--- src/include/ssr_pkg.sv ---
// Function
// - Capture instructions in 8-bit register on clock rise
// - Instruction MSB first: one, address, opcode
// - Ignore input until first one after select
// - Select low clears instruction, aborts transfer
// - Shifting only on serial clock edges
// - Recall command or pin loads RAM, sets latch
// - Recalled latch clear after power-up recall
// - Writes and saves need recalled latch
// - Unlock latch gates writes; commands set, clear
// - Unlock latch cleared at power-up
// - Save only when unlocked and recalled
// - Save blocks port, recall and buffer, then clears unlock
// - Save within 5 ms, recall within 2 us
// - Arm command enables save on low supply
// - Open-drain flag low while supply low
// - Write opcode then sixteen data bits
// - Early deselect still writes shifted bits
// - Extra clocks keep shifting write data
// - Read returns addressed word, bit zero ignored
// - First read bit on eighth falling edge
// - Data output released except during read
// - Sixteen words of sixteen shadowed bits
// - Power-up recall ignores all instructions
// - Arming latch cleared at power-up
package ssr_pkg;

  // Opcodes in instruction bits 2..0
  localparam logic [2:0] OP_LOCK   = 3'h0;
  localparam logic [2:0] OP_SAVE   = 3'h1;
  localparam logic [2:0] OP_ARM    = 3'h2;
  localparam logic [2:0] OP_WRITE  = 3'h3;
  localparam logic [2:0] OP_UNLOCK = 3'h4;
  localparam logic [2:0] OP_RECALL = 3'h5;
  localparam logic [1:0] OP_READ_HI = 2'h3;

  // Frame layout, in serial clocks
  localparam int INSTR_BITS = 8;
  localparam int WORD_BITS  = 16;
  localparam int NUM_WORDS  = 16;
  localparam logic [4:0] INSTR_LAST = 5'h07;
  localparam logic [4:0] READ_FIRST = 5'h08;
  localparam logic [4:0] READ_LAST  = 5'h17;

  // Timing
  localparam int CLK_MHZ        = 200;
  localparam int SAVE_TIME_US   = 5000;
  localparam int RECALL_TIME_NS = 2000;
  localparam int SAVE_CYC   = SAVE_TIME_US * CLK_MHZ;
  localparam int RECALL_CYC = RECALL_TIME_NS * CLK_MHZ / 1000;

  // Synchroniser idle value: recall pin high, others low
  localparam logic [4:0] SYNC_RST = 5'h08;

  typedef enum logic [2:0] {
    P_IDLE, P_INSTR, P_WDATA, P_RDATA, P_SKIP
  } ssr_phase_t;

endpackage : ssr_pkg

--- src/ssr_port.sv ---
`timescale 1ns/1ps
module ssr_port #(
  parameter int WW       = ssr_pkg::WORD_BITS,
  parameter int NW       = ssr_pkg::NUM_WORDS,
  parameter int SAVE_CYC = ssr_pkg::SAVE_CYC
) (
  input  wire logic sys_clk,
  input  wire logic reset,
  input  wire logic select_in,
  input  wire logic serial_clock_in,
  input  wire logic serial_in,
  input  wire logic recall_n_in,
  input  wire logic supply_low_in,
  output logic      serial_out,
  output logic      serial_out_oe_n,
  output logic      low_supply_flag_n,
  output logic      low_supply_flag_oe_n,
  output logic      write_unlocked,
  output logic      recall_seen,
  output logic      auto_save_armed,
  output logic      save_busy,
  output logic      recall_busy
);

  localparam int AW = $clog2(NW);
  localparam int RC = ssr_pkg::RECALL_CYC;
  localparam int CMAX = (SAVE_CYC > RC) ? SAVE_CYC : RC;
  localparam int CW = $clog2(CMAX + 1);
  localparam logic [CW-1:0] SAVE_END = CW'(SAVE_CYC - 1);
  localparam logic [CW-1:0] RCL_END  = CW'(RC - 1);

  typedef struct packed {
    logic [4:0]              sync1;
    logic [4:0]              sync2;
    logic [4:0]              sync3;
    logic [4:0]              filt;
    ssr_pkg::ssr_phase_t     phase;
    logic [7:0]              ir;
    logic [4:0]              cnt;
    logic [AW-1:0]           waddr;
    logic [WW-1:0]           wsh;
    logic [WW-1:0]           rsh;
    logic                    sdo;
    logic                    sdo_oe_n;
    logic                    flag_val;
    logic                    flag_oe_n;
    logic                    wel;
    logic                    prev;
    logic                    armed;
    logic                    pu;
    logic                    save_busy;
    logic                    rcl_busy;
    logic [CW-1:0]           tcnt;
    logic [1:0]              b_cnt;
    logic [1:0][AW-1:0]      b_addr;
    logic [1:0][WW-1:0]      b_data;
    logic [NW-1:0][WW-1:0]   ram;
    logic [NW-1:0][WW-1:0]   nv;
  } ssr_state_t;

  ssr_state_t state_reg;
  ssr_state_t state_next;

  logic          sel_now;
  logic          sck_rise;
  logic          sck_fall;
  logic          din;
  logic          busy;
  logic          push;
  logic          pop;
  logic          buf_rdy;
  logic          start_save;
  logic          start_rcl;
  logic [7:0]    ins;
  logic [1:0]    slot;

  // Filtered view of a pin: follows once stages two and three agree
  function automatic logic [4:0] ssr_filter(input logic [4:0] s2,
                                            input logic [4:0] s3,
                                            input logic [4:0] f);
    logic [4:0] o;
    o = f;
    for (int i = 0; i < 5; i++) begin
      if (s2[i] == s3[i]) begin
        o[i] = s3[i];
      end
    end
    return o;
  endfunction : ssr_filter

  // Whole block in one next-state process
  always_comb begin
    state_next = state_reg;
    state_next.sync1 = {supply_low_in, recall_n_in, serial_in,
                        serial_clock_in, select_in};
    state_next.sync2 = state_reg.sync1;
    state_next.sync3 = state_reg.sync2;
    state_next.filt  = ssr_filter(state_reg.sync2, state_reg.sync3,
                                  state_reg.filt);
    sel_now  = state_next.filt[0];
    din      = state_next.filt[2];
    // Edges only from the sampled clock; a stopped clock freezes shifting
    sck_rise = state_next.filt[1] & ~state_reg.filt[1];
    sck_fall = ~state_next.filt[1] & state_reg.filt[1];
    busy     = state_reg.save_busy | state_reg.rcl_busy;
    buf_rdy  = state_reg.b_cnt != 2'h2;
    push       = 1'b0;
    start_save = 1'b0;
    start_rcl  = 1'b0;
    ins  = {state_reg.ir[6:0], din};
    slot = 2'h0;

    // Serial front end
    if (!sel_now) begin
      // Early or late deselect commits the shifted word
      if (state_reg.phase == ssr_pkg::P_WDATA) begin
        push = state_reg.wel & state_reg.prev & buf_rdy;
      end
      state_next.phase    = ssr_pkg::P_IDLE;
      state_next.ir       = 8'h00;
      state_next.cnt      = 5'h00;
      state_next.sdo_oe_n = 1'b1;
    end else if (busy) begin
      // Frames that start during save or recall are dropped whole
      state_next.phase    = ssr_pkg::P_SKIP;
      state_next.sdo_oe_n = 1'b1;
    end else begin
      case (state_reg.phase)
        ssr_pkg::P_IDLE: begin
          // Zeros before the start bit are line idle
          if (sck_rise && din) begin
            state_next.ir    = 8'h01;
            state_next.cnt   = 5'h01;
            state_next.phase = ssr_pkg::P_INSTR;
          end
        end
        ssr_pkg::P_INSTR: begin
          if (sck_rise) begin
            state_next.ir  = ins;
            state_next.cnt = state_reg.cnt + 5'h01;
            if (state_reg.cnt == ssr_pkg::INSTR_LAST) begin
              state_next.phase = ssr_pkg::P_SKIP;
              if (ins[2:1] == ssr_pkg::OP_READ_HI) begin
                state_next.rsh   = state_reg.ram[ins[6:3]];
                state_next.cnt   = ssr_pkg::READ_FIRST;
                state_next.phase = ssr_pkg::P_RDATA;
              end else begin
                case (ins[2:0])
                  ssr_pkg::OP_WRITE: begin
                    state_next.waddr = ins[6:3];
                    state_next.wsh   = '0;
                    state_next.phase = ssr_pkg::P_WDATA;
                  end
                  ssr_pkg::OP_LOCK: begin
                    state_next.wel = 1'b0;
                  end
                  ssr_pkg::OP_UNLOCK: begin
                    state_next.wel = 1'b1;
                  end
                  ssr_pkg::OP_ARM: begin
                    state_next.armed = 1'b1;
                  end
                  ssr_pkg::OP_SAVE: begin
                    start_save = state_reg.wel & state_reg.prev;
                  end
                  ssr_pkg::OP_RECALL: begin
                    start_rcl = 1'b1;
                  end
                  default: begin
                    state_next.phase = ssr_pkg::P_SKIP;
                  end
                endcase
              end
            end
          end
        end
        ssr_pkg::P_WDATA: begin
          // Past sixteen bits the oldest bits fall off the top
          if (sck_rise) begin
            state_next.wsh = {state_reg.wsh[WW-2:0], din};
          end
        end
        ssr_pkg::P_RDATA: begin
          if (sck_fall && state_reg.sdo_oe_n &&
              state_reg.cnt == ssr_pkg::READ_FIRST) begin
            state_next.sdo      = state_reg.rsh[WW-1];
            state_next.rsh      = {state_reg.rsh[WW-2:0], 1'b0};
            state_next.sdo_oe_n = 1'b0;
          end else if (sck_rise && !state_reg.sdo_oe_n) begin
            if (state_reg.cnt == ssr_pkg::READ_LAST) begin
              state_next.sdo_oe_n = 1'b1;
              state_next.phase    = ssr_pkg::P_SKIP;
            end else begin
              state_next.sdo = state_reg.rsh[WW-1];
              state_next.rsh = {state_reg.rsh[WW-2:0], 1'b0};
              state_next.cnt = state_reg.cnt + 5'h01;
            end
          end
        end
        ssr_pkg::P_SKIP: begin
          state_next.phase = ssr_pkg::P_SKIP;
        end
        default: begin
          state_next.phase = ssr_pkg::P_IDLE;
        end
      endcase
    end

    // Hardware recall on the pin's falling edge
    if (!state_next.filt[3] && state_reg.filt[3] && !busy) begin
      start_rcl = 1'b1;
    end
    // Automatic save needs arming, unlock and recalled latches set again after power-up
    if (state_next.filt[4] && !state_reg.filt[4] && !busy &&
        state_reg.armed && state_reg.wel && state_reg.prev) begin
      start_save = 1'b1;
    end
    state_next.flag_oe_n = ~state_next.filt[4];

    // Two-entry write buffer; RAM side stalls while a transfer runs
    pop = (state_reg.b_cnt != 2'h0) && !busy;
    if (pop) begin
      state_next.ram[state_reg.b_addr[0]] = state_reg.b_data[0];
      state_next.b_addr[0] = state_reg.b_addr[1];
      state_next.b_data[0] = state_reg.b_data[1];
    end
    slot = state_reg.b_cnt - {1'b0, pop};
    if (push) begin
      state_next.b_addr[slot[0]] = state_reg.waddr;
      state_next.b_data[slot[0]] = state_reg.wsh;
    end
    state_next.b_cnt = slot + {1'b0, push};

    // Transfers between RAM and shadow cells, with busy timers
    if (start_save) begin
      state_next.nv        = state_next.ram;
      state_next.save_busy = 1'b1;
      state_next.tcnt      = '0;
    end else if (start_rcl) begin
      state_next.ram      = state_reg.nv;
      state_next.prev     = 1'b1;
      state_next.rcl_busy = 1'b1;
      state_next.tcnt     = '0;
    end else if (state_reg.save_busy) begin
      state_next.tcnt = state_reg.tcnt + CW'(1);
      if (state_reg.tcnt == SAVE_END) begin
        state_next.save_busy = 1'b0;
        state_next.wel       = 1'b0;
      end
    end else if (state_reg.rcl_busy) begin
      state_next.tcnt = state_reg.tcnt + CW'(1);
      if (state_reg.tcnt == RCL_END) begin
        state_next.rcl_busy = 1'b0;
        state_next.pu       = 1'b0;
      end
    end

    // Power-up: latches clear, shadow kept, recall runs at once
    if (reset) begin
      state_next          = '0;
      state_next.sync1    = ssr_pkg::SYNC_RST;
      state_next.sync2    = ssr_pkg::SYNC_RST;
      state_next.sync3    = ssr_pkg::SYNC_RST;
      state_next.filt     = ssr_pkg::SYNC_RST;
      state_next.phase    = ssr_pkg::P_IDLE;
      state_next.nv       = state_reg.nv;
      state_next.ram      = state_reg.nv;
      state_next.sdo_oe_n = 1'b1;
      state_next.flag_oe_n = 1'b1;
      state_next.rcl_busy = 1'b1;
      state_next.pu       = 1'b1;
    end
  end

  // Single state register
  always_ff @(posedge sys_clk) begin
    state_reg <= state_next;
  end

  // Outputs straight from state flops
  assign serial_out           = state_reg.sdo;
  assign serial_out_oe_n      = state_reg.sdo_oe_n;
  assign low_supply_flag_n    = state_reg.flag_val;
  assign low_supply_flag_oe_n = state_reg.flag_oe_n;
  assign write_unlocked       = state_reg.wel;
  assign recall_seen          = state_reg.prev;
  assign auto_save_armed      = state_reg.armed;
  assign save_busy            = state_reg.save_busy;
  assign recall_busy          = state_reg.rcl_busy;
endmodule : ssr_port

--- config.mk ---
export PLATFORM = sky130hd
export DESIGN_NAME = ssr_port
export DESIGN_NICKNAME = d
export VERILOG_FILES = /design/src/include/ssr_pkg.sv /design/src/ssr_port.sv
export SDC_FILE = /design/constraint.sdc
export NUM_CORES = 1
export LEC_CHECK = 0
export BUFFER_PORTS_ARGS = -buffer_cell sky130_fd_sc_hd__buf_2
export CORE_MARGIN = 2
export CORE_UTILIZATION = 63
export CTS_CLUSTER_DIAMETER = 50
export DETAILED_ROUTE_END_ITERATION = 10
export HOLD_SLACK_MARGIN = 0.12
export PLACE_DENSITY = 0.79
export SLEW_MARGIN = 30
export SYNTH_ARGS = -nofsm -noshare
export SYNTH_HDL_FRONTEND = slang
export SYNTH_SLANG_ARGS = --single-unit
--- constraint.sdc ---
create_clock -name sys_clk -period 17.95 [get_ports sys_clk]
set_input_delay 0.8975 -clock sys_clk [delete_from_list [all_inputs] [get_ports sys_clk]]
set_output_delay 0.8975 -clock sys_clk [all_outputs]
set_load 0.02 [all_outputs]
======== Yosys cells after proc, flatten, opt, wreduce, memory -nomap -nowiden ========
Index checks and enable logic that the tools add are counted.
cells by class
  add/subtract/negate cells ............... 4
  magnitude comparators ................... 5
  equal/unequal tests ..................... 44
  multiplexer cells ....................... 89
  bitwise logic cells ..................... 14
  reductions and logical operators ........ 44
operators with widths
  kind                     number
  $mux W256                3
  $mux W512                1
  $mux W272                1
  $bwmux W256              1
  $mux W16                 6
  $bmux W16 S4             1
  $demux W16 S4            1
  $pmux W16 S2             2
  $mux W20                 3
  $mux W52                 1
  $mux W21                 2
  $mux W41                 1
  $mux W1                  40
  $mux W18                 2
  $mux W36                 1
  $reduce_and A7 Y1        5
  $bwmux W32               1
  $ne A2 B2 Y1 const B     14
  $ne A3 B3 Y1 const B     8
  $mux W3                  7
  $add A20 B1 Y20 const B  1
  $eq A20 B20 Y1 const B   1
  $eq A20 B9 Y1 const B    1
  $mux W5                  4
  other kinds (41)         92
word-level totals
  flip-flop bits (word level) ............. 653
  bits of input ports ..................... 7
  output and inout bits ................... 9
  word-level logic and storage cells ...... 257

======== Logic depth before layout (Yosys ltp) ========
  depth after elaboration ................. 14
  gate-level depth with buffers ........... 14
  depth with buffers taken out ............ 8

======== Least setup slack after synthesis ========
OpenSTA, ideal clock, no wires.
  kind .................................... input port to flip-flop
  start ................................... input reset
  end ..................................... register state_reg[0] in the netlist's numbering (enable)
  setup time .............................. 0.878 ns
  arrival time ............................ 12.132 ns
  data required time ...................... 17.072 ns
  slack ................................... 4.940 ns
  stages on the path ...................... 4
  buffers on the path ..................... 3
  cells stage by stage .................... clkbuf_1 clkbuf_1 buf_1 nor2_1
between the ends
  cells in the longest elaborated chain, start to end .. 2
ends and longest elaborated chain
  what                         line             source
  from (decl)                  ssr_port.sv:8    input wire logic reset,
  $not A1 Y1 (no line)         --
  $reduce_and A2 Y1 (no line)  --
  to (signal assigned)         ssr_port.sv:277  state_reg <= state_next;
  to (decl)                    ssr_port.sv:61   ssr_state_t state_reg;
Every way passes these cells.
A chain may end at the register's enable or synchronous reset.

==> run summary <==
The flow ran to the end, and the final reports show no timing, DRC or antenna violations. The finished layout holds 2542 standard cells, fillers aside. In this design, the critical path's most frequently occurring cell is buf_6.

The slowest stage of the critical path is the a21oi_4 cell. The layout net count came out at 1916. The maximum VDD drop is 0.0913 mV.

In this design, the largest share of critical-path delay is due to buffers and inverters. The number of antenna violations at the first check in global routing came out at 1. The HPWL after detailed placement came out at 33700 µm. In this run the most critical hold path is launched from state_reg[654]. The number of flip-flops in the largest register is 638. The part of the power in registers came out at 50.8%. OpenSTA, run right after detailed placement, puts the worst setup slack at 12.70 ns. The startpoint-to-endpoint class of the critical path is flip-flop to flip-flop. The signal on the critical path passes through ha_1 -> nand4bb_1 -> nor4_4 -> a31oi_4 -> a21oi_4 -> buf_4 -> buf_6 -> buf_6 -> mux2_2. The tree is rooted in a clkbuf_16. The clock latency on the worst-skew pair is 0.60 ns. The delay of the slowest cell on the worst path is 0.69 ns. The post-synthesis sequential element count came out at 652. The internal power of the cells totals 2490 µW. The number of inserted diodes came out at 0. The via density per instance is 6.20. TritonCTS built the clock tree. The largest fanout on the critical path came out at 70. The leakage power total is 0.0104 µW. The clock-pin slew on the worst setup and hold paths is 0.06 ns. The count of flip-flops with a built-in enable after synthesis is 256. The area inside the core boundary came out at 0.0431 mm². The number of sinks on the clock net came out at 652. The final-report setup violation count is 0. Once the floorplan was initialized, standard cells occupied 63.8% of the core. The H-tree depth is 3. The worst hold slack is 0.412 ns.

Setup repair after global routing left no endpoint under its margin. The power density over the cells is 104 mW/mm². The most common flop cell mapped by yosys is dfxtp_1. Pin placement for this block handled 16 I/O pins.

The worst endpoint data arrival time came out at 5.69 ns. The share of synthesized flip-flops with an asynchronous set or reset came out at 0%. The max-capacitance violation count is 0. The final routed DRC violation total came out at 0. On the final layout, the worst clock skew is 0.0188 ns. The cell area after layout is 0.0301 mm².

In this run the core area contains 76 standard-cell rows. The commonest non-fill, non-tap cell in the layout is dfxtp_1. At the end of routability-driven placement, the weighted congestion stood at 0.896.

The post-detailed-route count of antenna-violating nets came out at 0. The aggregate global routing overflow is 0. The worst pin sits at a relative slew slack of 37.2%. The floorplan die area came out at 0.0453 mm². Of the total power, the clock network draws 45.8%. The first global-routing pass estimated 90900 µm of wire.

The final-layout setup total negative slack came out at 0 ns. The worst setup path is launched from a flip-flop. In the layout the commonest cells are 393 x dfxtp_1, 296 x mux2_2, 256 x edfxtp_1. The number of global-route vias before repair was 16100.

The final critical-path share of the clock period is 29.1%. The required time of the worst setup path is 18.42 ns. Summing every instance area after synthesis gives 0.0275 mm². The maximum clock frequency is 192 MHz. The count of yosys warnings during synthesis is 0.

The average wire per cell in the routed design came out at 22.6 µm. Of the total power, combinational logic draws 3.4%. In this run the critical register-to-register path is launched from state_reg[620]. The sequential fraction of the synthesis area came out at 56.8%. Entering global routing, the biggest net connects 105 pins. The die span in x is 213 µm.

The net load switching power is 629 µW. The cell count after synthesis is 1927. Fill cells in the final layout number 2874. The class of the most critical hold timing path is flip-flop to flip-flop.

The max-slew violation count came out at 0. The fraction of final layout cells with drive strength greater than 1 is 28.8%. The final-report hold violation count is 0. The post-synthesis to final-layout area growth is 9.60%. The instance count after placement with tap cells included came out at 2417.

The minimum period implied by the final worst setup slack is 5.21 ns. The number of buffers inserted during clock tree synthesis came out at 68. The number of cells upsized or downsized after cts is 0.

The number of unique standard cell types used by synthesis came out at 79. The die boundary height came out at 213 µm. Synthesis produced a netlist with a net count of 1939. After clock tree synthesis, the flow added hold-fix buffers numbering 0. The transition at the pin with the smallest max-transition slack came out at 0.937 ns. Summed over all layers, the routed wires come to 57400 µm. The buffer depth of the longest clock path is 3. Once placement finished, the instance area stood at 0.0278 mm². Net switching is 20.2% of the power. The aggregate global-route resource usage is 26.1%.

The critical path buffer and inverter count is 3. The number of setup buffers added after CTS came out at 0. The violation count after the first detailed-routing iteration is 1207. The worst setup path is captured at a flip-flop. The number of vias after detailed routing came out at 15700.

The iteration count of the initial detailed-routing pass is 5. The critical path starts at state_reg[620]. The count of buffers inserted at the top-level ports is 14. The worst path setup slack after routing came out at 12.74 ns. The average instance area after synthesis is 14.3 µm².
-- Yosys cell counts (8+ instances only) --
master    count  area, µm²
a21o_1       15        113
a21oi_1      49        245
a221oi_1     15        131
a22o_1       15        131
a311oi_1     20        175
buf_2        31        155
buf_4        30        225
buf_6        12        135
clkbuf_1     57        214
dfxtp_1     396       7930
edfxtp_1    256       7690
inv_1        10       37.5
mux2_1      213       2400
mux2_2      296       3330
mux2_4       18        270
mux2i_1      45        450
mux4_2       64       1440
nand2_1      73        274
nand2b_1      9       56.3
nand3_1      19       95.1
nand4_1       8       50.1
nor2_1       98        368
nor2b_1      17        106
nor3_1        9       45.0
nor3_4        9        146
o21ai_0      10       50.1
xnor2_1       8       70.1
xor2_1       13        114
-- cell type report --
class                   count  area (µm²)  area share [%]
clock buffers             100        2000            6.64
inverters                  10        37.5           0.125
well taps                 585         732            2.43
flip-flops and latches    652       15600            51.9
repair buffers             45         360            1.20
multi-input cells        1127       11100            36.8
clock inverters            23         267           0.885
-- cell families after synthesis --
group / after synthesis / synth area share, %
compound gates: 161 / 4.26
xor+xnor: 21 / 0.669
fa+ha+maj: 7 / 0.301
buf+inv: 148 / 2.94
flops: 652 / 56.8
mux: 636 / 28.7
other cells: 1 / 0.0136
simple gates: 301 / 6.26
-- worst reg2reg max path, delay by kind of cell (launching register included) --
| family | cells | cell delay (ns) |
|---|---|---|
| buffers and inverters | 3 | 1.99 |
| muxes | 1 | 0.47 |
| AOI/OAI and AO/OA | 2 | 0.87 |
| and+or+nand+nor | 2 | 1.05 |
| adders and majority gates | 1 | 0.29 |
| DFF | 1 | 0.43 |
-- power by group through the flow --
stage                     registers, µW  clock network, µW  logic, µW
after detailed placement           1620                  0        105
after global placement             1610                  0        100
after global routing               1590               1500        115
final                              1580               1430        106
after floorplan                    1610                  0       90.9
after CTS                          1580               1450        107
-- per-layer routing --
metal	vias to the layer above	track usage (%)	routed length, µm	share of wire [%]
met3	137	4.69	2710	4.7
met2	377	42.4	27100	47
met4	0	9.57	1740	3.0
met5	-	0	0	0
met1	8048	35.3	25800	45
li1	7186	-	-	-
-- worst paths after layout --
check                    to  slack, ns  cells after the start
max          state_reg[268]      12.74                      9
min          state_reg[649]       0.41                      1
max reg2reg  state_reg[268]      12.74                      9
min reg2reg  state_reg[649]       0.41                      1
-- per-stage QoR --
step	total power (µW)	utilization (%)
final	3120	69.9
after global routing	3210	69.9
after CTS	3140	69.8
after detailed placement	1720	64.6
after global placement	1710	64.5
after floorplan	1700	-
(Power assumes the default switching activity.)
